**src/verilog/vcr_pkg.sv**
```systemverilog
// Constants, carriers and helpers for the VC0 resource register set
package vcr_pkg;

  // ----------------------------------------------------------------
  // Bus widths
  // ----------------------------------------------------------------
  localparam int VCR_AW = 12;
  localparam int VCR_DW = 32;
  localparam int VCR_BW = 4;

  // ----------------------------------------------------------------
  // Register byte offsets
  // ----------------------------------------------------------------
  localparam logic [11:0] VCR_PORT_CTL_OFF = 12'h20c;
  localparam logic [11:0] VCR_PORT_STS_OFF = 12'h20e;
  localparam logic [11:0] VCR_RES_CAP_OFF  = 12'h210;
  localparam logic [11:0] VCR_RES_CTL_OFF  = 12'h214;
  localparam logic [11:0] VCR_RES_STS_OFF  = 12'h218;

  // ----------------------------------------------------------------
  // Port control / status word (status is the upper half)
  // ----------------------------------------------------------------
  localparam int          VCR_LOAD_CH_ARB_BIT = 0;
  localparam int          VCR_CH_ARB_LSB      = 1;
  localparam int          VCR_CH_ARB_W        = 3;
  localparam logic [2:0]  VCR_CH_ARB_RST      = 3'h0;
  localparam logic [2:0]  VCR_CH_ARB_WMASK    = 3'h7;
  localparam logic [1:0]  VCR_CH_ARB_LANE     = 2'h0;
  localparam int          VCR_PORT_STS_LSB    = 16;
  localparam int          VCR_CH_ARB_STS_BIT  = 0;

  // ----------------------------------------------------------------
  // Resource capability word
  // ----------------------------------------------------------------
  localparam int          VCR_PARB_CAP_LSB    = 0;
  localparam logic [7:0]  VCR_PARB_CAP_VAL    = 8'h01;
  localparam int          VCR_REJ_SNOOP_BIT   = 15;
  localparam logic        VCR_REJ_SNOOP_VAL   = 1'h0;
  localparam int          VCR_MAX_TS_LSB      = 16;
  localparam logic [6:0]  VCR_MAX_TS_VAL      = 7'h00;
  localparam int          VCR_PATBL_OFF_LSB   = 24;
  localparam logic [7:0]  VCR_PATBL_OFF_VAL   = 8'h00;

  // ----------------------------------------------------------------
  // Resource control word
  // ----------------------------------------------------------------
  localparam int          VCR_TC_MAP_LSB      = 0;
  localparam int          VCR_TC_MAP_W        = 8;
  localparam logic [7:0]  VCR_TC_MAP_RST      = 8'hff;
  localparam logic [7:0]  VCR_TC_MAP_WMASK    = 8'hfe;
  localparam logic [1:0]  VCR_TC_MAP_LANE     = 2'h0;
  localparam int          VCR_LOAD_PARB_BIT   = 16;
  localparam int          VCR_PARB_SEL_LSB    = 17;
  localparam int          VCR_PARB_SEL_W      = 3;
  localparam logic [2:0]  VCR_PARB_SEL_RST    = 3'h0;
  localparam logic [2:0]  VCR_PARB_SEL_WMASK  = 3'h7;
  localparam logic [2:0]  VCR_PARB_FIXED_RR   = 3'h0;
  localparam logic [1:0]  VCR_PARB_SEL_LANE   = 2'h2;
  localparam int          VCR_CH_ID_LSB       = 24;
  localparam logic [2:0]  VCR_CH_ID_VAL       = 3'h0;
  localparam int          VCR_CH_EN_BIT       = 31;
  localparam logic        VCR_CH_EN_VAL       = 1'h1;

  // ----------------------------------------------------------------
  // Resource status word
  // ----------------------------------------------------------------
  localparam int          VCR_PARB_TBL_STS_BIT = 16;
  localparam int          VCR_NEG_PEND_BIT     = 17;

  localparam logic [31:0] VCR_RDATA_RST = 32'h0000_0000;
  localparam logic [31:0] VCR_ZERO_WORD = 32'h0000_0000;

  // ----------------------------------------------------------------
  // Carriers
  // ----------------------------------------------------------------
  typedef struct packed {
    logic [VCR_AW-1:0] addr;
    logic [VCR_DW-1:0] wdata;
    logic [VCR_BW-1:0] be;
    logic              wr;
    logic              rd;
  } vcr_bus_s;

  typedef struct packed {
    logic [VCR_DW-1:0] rdata;
    logic              arb_bad;
  } vcr_top_state_s;

  // ----------------------------------------------------------------
  // Helpers
  // ----------------------------------------------------------------
  function automatic logic vcr_word_hit(input logic [11:0] addr,
                                        input logic [11:0] off);
    return addr[11:2] == off[11:2];
  endfunction

  function automatic logic vcr_lane_wr(input vcr_bus_s   bus,
                                       input logic [11:0] off,
                                       input logic [1:0]  lane);
    return bus.wr && vcr_word_hit(bus.addr, off) && bus.be[lane];
  endfunction

endpackage

```
**src/verilog/vcr_regs.sv**
```systemverilog
// VC0 resource configuration registers with plain register port
//
// Added by the designer: the plain strobed port.
`timescale 1ns/1ps

// How it works
// [RL1] Traffic-class map is control bits 7:0, reset all ones, maps classes
// [RL2] Map bit 0 is fixed at one; bits 7:1 are read-write
// [RL3] Port arbitration select, bits 19:17, read-write, resets zero
// [RL4] Software programs only the advertised arbitration scheme
// [RL5] Port arbitration capability byte reads 0x1, round robin only
// [RL6] Channel identifier bits 26:24 always read zero
// [RL7] Channel enable bit 31 always reads one
// [RL8] Negotiation-pending status bit 17 always reads zero
// [RL9] Channel arbitration select bits 3:1 read-write, no effect
// [RL10] Load channel arbitration table bit reads zero, writes do nothing
// [RL11] Channel arbitration table status bit reads zero
// [RL12] Load port arbitration table bit 16 reads zero
// [RL13] Port arbitration table status bit 16 reads zero
// [RL14] Port arbitration table offset bits 31:24 read zero
// [RL15] Maximum time slots bits 22:16 read zero
// [RL16] Reject-snoop capability bit 15 reads zero
// [RL17] Writes to fixed or reserved bits are ignored
// [RL18] Byte-enabled half-word writes leave the other half intact
module vcr_regs
  import vcr_pkg::*;
(
  input  wire logic              clk_in,
  input  wire logic              reset_in,
  input  wire logic [VCR_AW-1:0] addr_in,
  input  wire logic [VCR_DW-1:0] wdata_in,
  input  wire logic [VCR_BW-1:0] be_in,
  input  wire logic              wr_in,
  input  wire logic              rd_in,
  output logic      [VCR_DW-1:0] rdata_out,
  output logic      [7:0]        tc_map_out,
  output logic      [2:0]        port_arb_sel_out,
  output logic      [2:0]        ch_arb_sel_out,
  output logic                   arb_unsupported_out
);

  // ----------------------------------------------------------------
  // Bus capture
  // ----------------------------------------------------------------
  vcr_bus_s bus;

  assign bus = '{addr:  addr_in,
                 wdata: wdata_in,
                 be:    be_in,
                 wr:    wr_in,
                 rd:    rd_in};

  // ----------------------------------------------------------------
  // Field write enables, one byte lane each
  // ----------------------------------------------------------------
  logic tc_wr;
  logic parb_wr;
  logic charb_wr;

  // Lane gating keeps the status half untouched by control writes
  assign tc_wr    = vcr_lane_wr(bus, VCR_RES_CTL_OFF,
                                VCR_TC_MAP_LANE); // [RL18]
  assign parb_wr  = vcr_lane_wr(bus, VCR_RES_CTL_OFF,
                                VCR_PARB_SEL_LANE); // [RL18]
  assign charb_wr = vcr_lane_wr(bus, VCR_PORT_CTL_OFF,
                                VCR_CH_ARB_LANE); // [RL18]

  // ----------------------------------------------------------------
  // Writable fields
  // ----------------------------------------------------------------
  logic [7:0] tc_map;
  logic [2:0] parb_sel;
  logic [2:0] charb_sel;

  // Bit 0 masked off so it stays at its reset one
  vcr_field #(
    .W     (VCR_TC_MAP_W),
    .RST   (VCR_TC_MAP_RST),
    .WMASK (VCR_TC_MAP_WMASK)
  ) u_tc_map (
    .clk_in   (clk_in),
    .reset_in (reset_in),
    .wr_en_in (tc_wr),
    .wdata_in (bus.wdata[VCR_TC_MAP_LSB +: VCR_TC_MAP_W]),
    .val_out  (tc_map)
  ); // [RL1] [RL2]

  vcr_field #(
    .W     (VCR_PARB_SEL_W),
    .RST   (VCR_PARB_SEL_RST),
    .WMASK (VCR_PARB_SEL_WMASK)
  ) u_parb_sel (
    .clk_in   (clk_in),
    .reset_in (reset_in),
    .wr_en_in (parb_wr),
    .wdata_in (bus.wdata[VCR_PARB_SEL_LSB +: VCR_PARB_SEL_W]),
    .val_out  (parb_sel)
  ); // [RL3]

  // Stored for readback and ch_arb_sel_out only; steers nothing
  vcr_field #(
    .W     (VCR_CH_ARB_W),
    .RST   (VCR_CH_ARB_RST),
    .WMASK (VCR_CH_ARB_WMASK)
  ) u_charb_sel (
    .clk_in   (clk_in),
    .reset_in (reset_in),
    .wr_en_in (charb_wr),
    .wdata_in (bus.wdata[VCR_CH_ARB_LSB +: VCR_CH_ARB_W]),
    .val_out  (charb_sel)
  ); // [RL9]

  // ----------------------------------------------------------------
  // Read word assembly
  // ----------------------------------------------------------------
  logic [VCR_DW-1:0] rd_word;

  vcr_rdmux u_rdmux (
    .addr_in         (addr_in),
    .tc_map_in       (tc_map),
    .port_arb_sel_in (parb_sel),
    .ch_arb_sel_in   (charb_sel),
    .word_out        (rd_word)
  ); // [RL17]

  // ----------------------------------------------------------------
  // Block state
  // ----------------------------------------------------------------
  vcr_top_state_s state_q;
  vcr_top_state_s state_d;

  always_comb begin
    state_d = state_q;
    // Read data valid only in the cycle after the strobe
    state_d.rdata = bus.rd ? rd_word : VCR_ZERO_WORD;
    // Any encoding but fixed round robin is flagged, not acted on
    state_d.arb_bad = (parb_sel != VCR_PARB_FIXED_RR); // [RL4]
  end

  always_ff @(posedge clk_in) begin
    if (reset_in) begin
      state_q.rdata   <= VCR_RDATA_RST;
      state_q.arb_bad <= 1'b0;
    end else begin
      state_q <= state_d;
    end
  end

  // ----------------------------------------------------------------
  // Outputs
  // ----------------------------------------------------------------
  assign rdata_out           = state_q.rdata;
  assign arb_unsupported_out = state_q.arb_bad;
  assign tc_map_out          = tc_map;
  assign port_arb_sel_out    = parb_sel;
  assign ch_arb_sel_out      = charb_sel;

  logic rd_port;
  logic rd_cap;
  logic rd_ctl;
  logic rd_sts;

  assign rd_port = rd_in && vcr_word_hit(addr_in, VCR_PORT_CTL_OFF);
  assign rd_cap  = rd_in && vcr_word_hit(addr_in, VCR_RES_CAP_OFF);
  assign rd_ctl  = rd_in && vcr_word_hit(addr_in, VCR_RES_CTL_OFF);
  assign rd_sts  = rd_in && vcr_word_hit(addr_in, VCR_RES_STS_OFF);

  // ----------------------------------------------------------------
  // Field hold and write checks
  // ----------------------------------------------------------------
  logic wr_ctl;
  logic wr_port;

  assign wr_ctl  = wr_in && vcr_word_hit(addr_in, VCR_RES_CTL_OFF);
  assign wr_port = wr_in && vcr_word_hit(addr_in, VCR_PORT_CTL_OFF);
endmodule

```
**src/verilog/vcr_field.sv**
```systemverilog
// One software-writable field with a per-bit write mask
`timescale 1ns/1ps
module vcr_field
  import vcr_pkg::*;
#(
  parameter int           W     = 8,
  parameter logic [W-1:0] RST   = '0,
  parameter logic [W-1:0] WMASK = '1
) (
  input  wire logic         clk_in,
  input  wire logic         reset_in,
  input  wire logic         wr_en_in,
  input  wire logic [W-1:0] wdata_in,
  output logic      [W-1:0] val_out
);

  typedef struct packed {
    logic [W-1:0] val;
  } vcr_field_state_s;

  vcr_field_state_s state_q;
  vcr_field_state_s state_d;

  // ----------------------------------------------------------------
  // Next state: masked bits keep their value
  // ----------------------------------------------------------------
  always_comb begin
    state_d = state_q;
    if (wr_en_in) begin
      state_d.val = (wdata_in & WMASK) | (state_q.val & ~WMASK);
    end
  end

  always_ff @(posedge clk_in) begin
    if (reset_in) begin
      state_q.val <= RST;
    end else begin
      state_q <= state_d;
    end
  end

  assign val_out = state_q.val;

endmodule

```
**src/verilog/vcr_rdmux.sv**
```systemverilog
// Read word assembly for the VC0 resource register set
`timescale 1ns/1ps
module vcr_rdmux
  import vcr_pkg::*;
(
  input  wire logic [VCR_AW-1:0] addr_in,
  input  wire logic [7:0]        tc_map_in,
  input  wire logic [2:0]        port_arb_sel_in,
  input  wire logic [2:0]        ch_arb_sel_in,
  output logic      [VCR_DW-1:0] word_out
);

  // ----------------------------------------------------------------
  // Fixed fields are constants, reserved bits zero
  // ----------------------------------------------------------------
  always_comb begin
    word_out = VCR_ZERO_WORD;
    if (vcr_word_hit(addr_in, VCR_PORT_CTL_OFF)) begin
      word_out[VCR_LOAD_CH_ARB_BIT] = 1'b0; // [RL10]
      word_out[VCR_CH_ARB_LSB +: VCR_CH_ARB_W] = ch_arb_sel_in; // [RL9]
      word_out[VCR_PORT_STS_LSB + VCR_CH_ARB_STS_BIT] = 1'b0; // [RL11]
    end else if (vcr_word_hit(addr_in, VCR_RES_CAP_OFF)) begin
      word_out[VCR_PARB_CAP_LSB +: 8] = VCR_PARB_CAP_VAL; // [RL5]
      word_out[VCR_REJ_SNOOP_BIT] = VCR_REJ_SNOOP_VAL; // [RL16]
      word_out[VCR_MAX_TS_LSB +: 7] = VCR_MAX_TS_VAL; // [RL15]
      word_out[VCR_PATBL_OFF_LSB +: 8] = VCR_PATBL_OFF_VAL; // [RL14]
    end else if (vcr_word_hit(addr_in, VCR_RES_CTL_OFF)) begin
      word_out[VCR_TC_MAP_LSB +: VCR_TC_MAP_W] = tc_map_in; // [RL1]
      word_out[VCR_LOAD_PARB_BIT] = 1'b0; // [RL12]
      word_out[VCR_PARB_SEL_LSB +: VCR_PARB_SEL_W] = port_arb_sel_in; // [RL3]
      word_out[VCR_CH_ID_LSB +: 3] = VCR_CH_ID_VAL; // [RL6]
      word_out[VCR_CH_EN_BIT] = VCR_CH_EN_VAL; // [RL7]
    end else if (vcr_word_hit(addr_in, VCR_RES_STS_OFF)) begin
      word_out[VCR_PARB_TBL_STS_BIT] = 1'b0; // [RL13]
      word_out[VCR_NEG_PEND_BIT] = 1'b0; // [RL8]
    end
  end

endmodule

```
**config.mk**
```make
export PLATFORM = sky130hd
export DESIGN_NAME = vcr_regs
export DESIGN_NICKNAME = d
export VERILOG_FILES = /design/src/verilog/vcr_pkg.sv /design/src/verilog/vcr_regs.sv /design/src/verilog/vcr_field.sv /design/src/verilog/vcr_rdmux.sv
export SDC_FILE = /design/constraint.sdc
export NUM_CORES = 1
export LEC_CHECK = 0
export BUFFER_PORTS_ARGS = -buffer_cell sky130_fd_sc_hd__clkbuf_2
export CORE_ASPECT_RATIO = 0.6
export CORE_MARGIN = 1.5
export CORE_UTILIZATION = 40
export CTS_CLUSTER_SIZE = 28
export DETAILED_ROUTE_END_ITERATION = 7
export PLACE_DENSITY = 0.72
export RECOVER_POWER = 100
export SYNTH_ARGS = -nofsm -noshare
export SYNTH_HDL_FRONTEND = slang
export SYNTH_HIERARCHICAL = 1
export SYNTH_SLANG_ARGS = --single-unit
```
**constraint.sdc**
```tcl
create_clock -name clk_in -period 4.9 [get_ports clk_in]
set_input_delay 0.245 -clock clk_in [delete_from_list [all_inputs] [get_ports clk_in]]
set_output_delay 0.245 -clock clk_in [all_outputs]
set_load 0.05 [all_outputs]
```
Yosys cells after proc, flatten, opt, wreduce, memory -nomap -nowiden
Cells that the tools add are included.
{"block": "word_totals", "elab_cells": 30, "rom_bits": 0, "register_bits": 47, "ramBits": 0, "latch_bits": 0, "mem_count": 0}
{"block": "classes", "multipliers": 0, "eq_ne": 3, "add_sub_neg": 0, "reduce_logical": 10, "muxes": 5, "shift": 0, "div": 0, "magnitude_cmp": 0, "n_bitwise": 3}
{"op": "$eq A10 B8 Y1 const B", "count": 3}
{"op": "$mux W4", "count": 3}
{"op": "$or A8 B1 Y8", "count": 1}
{"op": "$logic_and A1 B1 Y1", "count": 5}
{"op": "$reduce_or A5 Y1", "count": 1}
{"op": "$reduce_or A4 Y1", "count": 1}
{"op": "$reduce_bool A3 Y1", "count": 1}
{"op": "$reduce_or A3 Y1", "count": 1}
{"op": "$mux W2", "count": 1}
{"op": "$not A1 Y1", "count": 2}
{"op": "$reduce_or A2 Y1", "count": 1}
{"op": "$mux W1", "count": 1}

Longest topological paths before layout
{"block": "logic_depth", "ltp_word": 4, "mapped_depth": 5, "ltp_nobuf": 4}

By module
The synthesis kept the hierarchy.
{"module": "vcr_regs", "n_inst": 1, "seq_area_each_um2": 660.6, "cells_per_inst": 80, "area_each_um2": 954.7}
{"module": "vcr_rdmux", "n_inst": 1, "seq_area_each_um2": 0.0, "cells_per_inst": 56, "area_each_um2": 439.2}
{"module": "vcr_field at u_tc_map", "n_inst": 1, "seq_area_each_um2": 140.1, "cells_per_inst": 24, "area_each_um2": 280.3}
{"module": "vcr_field at u_charb_sel ...", "n_inst": 2, "seq_area_each_um2": 60.1, "cells_per_inst": 9, "area_each_um2": 101.3}

Least setup slack after synthesis
OpenSTA, ideal clock, no wires.
{"block": "synth_path", "kind": "input to register", "from": "input addr_in[5]", "to": "register u_tc_map.state_q (netlist bit u_tc_map/val_out[1])", "slack_ns": 2.956, "arrival_ns": 1.825, "stages": 5, "n_path_buf": 1, "path_cell_list": "or4_4 > nor4_1 > buf_6 > nor2b_2 > a211o_1"}
{"block": "synth_between", "elab_chain_cells": 3}
{"element": "from (decl)", "line": "vcr_regs.sv:30", "source": "input wire logic [VCR_AW-1:0] addr_in,"}
{"element": "$eq A10 B8 Y1", "line": "vcr_pkg.sv:94", "source": "return addr[11:2] == off[11:2];"}
{"element": "$logic_and A1 B1 Y1"}
{"element": "$logic_and A1 B1 Y1", "line": "vcr_pkg.sv:100", "source": "return bus.wr && vcr_word_hit(bus.addr, off) && bus.be[lane];"}
{"element": "via tc_wr", "line": "vcr_regs.sv:56", "source": "logic tc_wr;"}
{"element": "to (signal assigned)", "line": "vcr_field.sv:38", "source": "state_q <= state_d;"}
{"element": "to (decl)", "line": "vcr_field.sv:21", "source": "vcr_field_state_s state_q;"}
The timed path passes the listed nets, and every way through them passes these cells.
A chain may end at the register's enable or synchronous reset.

Worst setup path in the final report
{"block": "layout_path", "from": "input addr_in[5]", "to": "register u_tc_map.state_q (netlist bit u_tc_map/val_out[3])"}
The elaborated chain is that of the path after synthesis.

==> results by group <==
GRT
  • First-pass GRT wire length: 5.65 mm
  • GRT Overall Usage: 14.7%
  • Pin count of the biggest net entering global routing: 33
  • Congestion Overflow GR: 0
  • Vias in the first global route: 1,140
  • Initial antenna violation count: 0

Clocking
  • Post-CTS sizing: 0
  • Clk slew on worst S/H paths: 80 ps
  • CTS Sinks: 46
  • CTS buffer count: 5
  • CTS tree: yes
  • Buffer count from post-CTS setup fixing: 0
  • Worst skew pair latency: 290 ps
  • Largest buffer count on any clock path: 2
  • CTS root buf: clkbuf_8
  • Hold-fix buffers, CTS: 0
  • H-tree Lvls: 2

Cells and area
  • Diodes inserted: 0
  • Number of fill cells: 488
  • Fin area: 2170 sq um
  • Share of layout cells above drive strength 1: 17.3%
  • Nets: 300
  • P&R area growth vs syn: 15.5%

Floorplanning
  • Core ar.: 4540 sq um
  • Row count: 19
  • Die area: 5130 sq um
  • Initial core utilization: 41.3%
  • Chip width: 91.4 um
  • # IOs: 99
  • Die height: 56.1 um

Min path
  • WHS Path Cells: 2
  • Hold Crit Endpoint: u_tc_map/val_out[4]
  • Hold_sp: wdata_in[4]
  • Worst hold path class: primary input to register

Pwr
  • PnR Total Power: 666 uW
  • Power Dens Cells: 307 nW/um^2
  • Max rail drop VDD: 0.136 mV
  • LEAKAGE: 0.853 nW

Setup path
  • Most frequent CP cell: clkbuf_1
  • Worst Reg2Reg Path Length in Cells: 3
  • Slowest stage delay, CP: 570 ps
  • FF-to-FF End: rdata_out[2]
  • Maximum fanout along the worst path: 12
  • Critical Path Source Type: primary input
  • CP required: 5090 ps
  • Register-to-register setup slack: 3990 ps
  • Reg-to-Reg Start: u_charb_sel/val_out[1]
  • Critical Path End Type: register
  • CP Cell Sequence: clkbuf_1 > or4_1 > nor4_1 > clkbuf_1 > nor2b_1 > a211o_2
  • Crit path DAT: 2300 ps
  • Max stage delay cell, worst path: or4_1
  • Setup Crit Path Kind: primary input to register

Timing
  • Hold Slack: 147 ps
  • Fmax: 472 MHz
  • Max-slew violation count: 0
  • Period utilization: 43.2%
  • Final setup violation count: 0
  • Final setup TNS: 0 ps
  • Slew @ Worst Pin: 895 ps
  • RSZ-0062 raised after global routing: no
  • Relative slew slack: 39.8%
  • Final setup margin: 2780 ps
  • Final Hold Viols: 0
  • Post-layout min period: 2120 ps
  • Skew final: 6.46 ps

Drt
  • Post-route ant nets: 0
  • WL final: 3.43 mm
  • Vias: 1,294
  • DRT iter0 DRCs: 27
  • DRT Pass-1 Iters: 4
  • Vias/cell: 4.15
  • Routed len/inst: 11.0 um
  • Drt drc: 0

Logic synthesis
  • Ys Warns: 6
  • FF+latch count, synth: 46
  • Sequential fraction of the synthesis area: 49.1%
  • Synthesized area: 1880 sq um
  • Post-Syn Instances: 178
  • Synth unique cells: 27
  • Mean area per synthesized cell: 10.5 sq um

Placement
  • I/O Buffers: 71
  • DP HPWL: 2.55 mm
  • Routability cong.: 0.754
  • Placed inst area: 2200 sq um
  • Place WS: 2810 ps

Status
  • Status: finished clean

Job
  • Max-cap violations: 0
==> synth_stat cells (all sizes together) <==
master | number | area, sq um
nand4bb | 1 | 11.3
a211o | 7 | 66.3
and2 | 32 | 200
or4 | 1 | 11.3
nor2b | 8 | 57.6
nand2b | 1 | 6.26
a211oi | 3 | 37.5
nor2 | 7 | 26.3
conb | 2 | 7.51
clkbuf | 5 | 18.8
or4b | 2 | 23.8
inv | 3 | 11.3
mux2i | 6 | 60.1
nand2 | 7 | 26.3
or3 | 1 | 6.26
a2111oi | 1 | 15.0
nor4 | 11 | 113
buf | 24 | 185
nand3b | 9 | 67.6
nor3 | 1 | 5.00
dfxtp | 46 | 921
==> routing by layer <==
metal  wire (um)  GRT usage [%]
met5           0              0
met4          37           6.03
met3         344           6.56
met2        1180           18.2
met1        1860           21.5
==> worst max path at each step <==
stage | cells past startpoint | slack [ps] | endpoint | from
6_report | 6 | 2780 | u_tc_map/val_out[3] | addr_in[5]
5_1_grt | 6 | 2630 | u_tc_map/val_out[3] | addr_in[5]
4_1_cts | 5 | 3130 | u_charb_sel/val_out[0] | addr_in[5]
3_5_place_dp | 5 | 2810 | u_charb_sel/val_out[0] | addr_in[5]
3_3_place_gp | 5 | 2810 | u_charb_sel/val_out[0] | addr_in[5]
2_1_floorplan | 5 | 2960 | u_tc_map/val_out[1] | addr_in[5]
==> cells by family (layout without fill, tap and decap cells) <==
| group | count (synthesis) | in the layout | share of synthesized area, % |
|---|---|---|---|
| buffers and inverters | 32 | 84 | 11.5 |
| flip-flops | 46 | 46 | 49.1 |
| AO/OA/AOI/OAI | 11 | 11 | 6.33 |
| multiplexers | 6 | 6 | 3.20 |
| other | 2 | 21 | 0.400 |
| AND/OR/NAND/NOR | 81 | 81 | 29.5 |
==> cell usage in the layout (no fill, tap or decap), drive strengths merged <==
| cell | instances |
|---|---|
| a211oi | 3 |
| nand4bb | 1 |
| conb | 21 |
| and2 | 32 |
| or4b | 2 |
| nand2b | 1 |
| a2111oi | 1 |
| nor4 | 11 |
| clkinv | 2 |
| mux2i | 6 |
| inv | 3 |
| dfxtp | 46 |
| a211o | 7 |
| nor2 | 7 |
| clkbuf | 78 |
| nand2 | 7 |
| nor3 | 1 |
| or4 | 1 |
| nor2b | 8 |
| or3 | 1 |
| buf | 1 |
| nand3b | 9 |
==> where the power goes <==
group / total (mW) / switching [mW] / internal (mW)
combinational: 0.0632 / 0.0461 / 0.0171
clock: 0.221 / 0.121 / 0.101
sequential: 0.381 / 0.00147 / 0.380
total: 0.666 / 0.168 / 0.498
==> stage by stage <==
| step | util, % | instances |
|---|---|---|
| after global placement | 48.4 | 304 |
| after floorplan | - | 197 |
| after detailed placement | 48.4 | 304 |
| final | 47.8 | 312 |
| after global routing | 47.8 | 312 |
| after CTS | 50.3 | 312 |
==> sequential cells by signal (all words and copies together), names as in the netlist <==
signal / count
arb_unsupported_out: 1
rdata_out: 32
u_charb_sel/val_out: 3
u_parb_sel/val_out: 3
u_tc_map/val_out: 7
==> worst max-delay path: cells and delay by family <==
family	cells	cell delay, ps
buffers and inverters	2	590
AND/OR/NAND/NOR	3	1180
AO/OA/AOI/OAI	1	280
==> layout make-up <==
class | instances | area [sq um] | area share [%]
repair buffers | 73 | 308 | 14.2
well taps | 63 | 78.8 | 3.64
clock inverters | 2 | 13.8 | 0.635
multi-input cells | 119 | 763 | 35.2
flip-flops and latches | 46 | 921 | 42.5
inverters | 3 | 11.3 | 0.519
clock buffers | 6 | 72.6 | 3.35
Note: power is estimated with default switching activity, not from simulation.
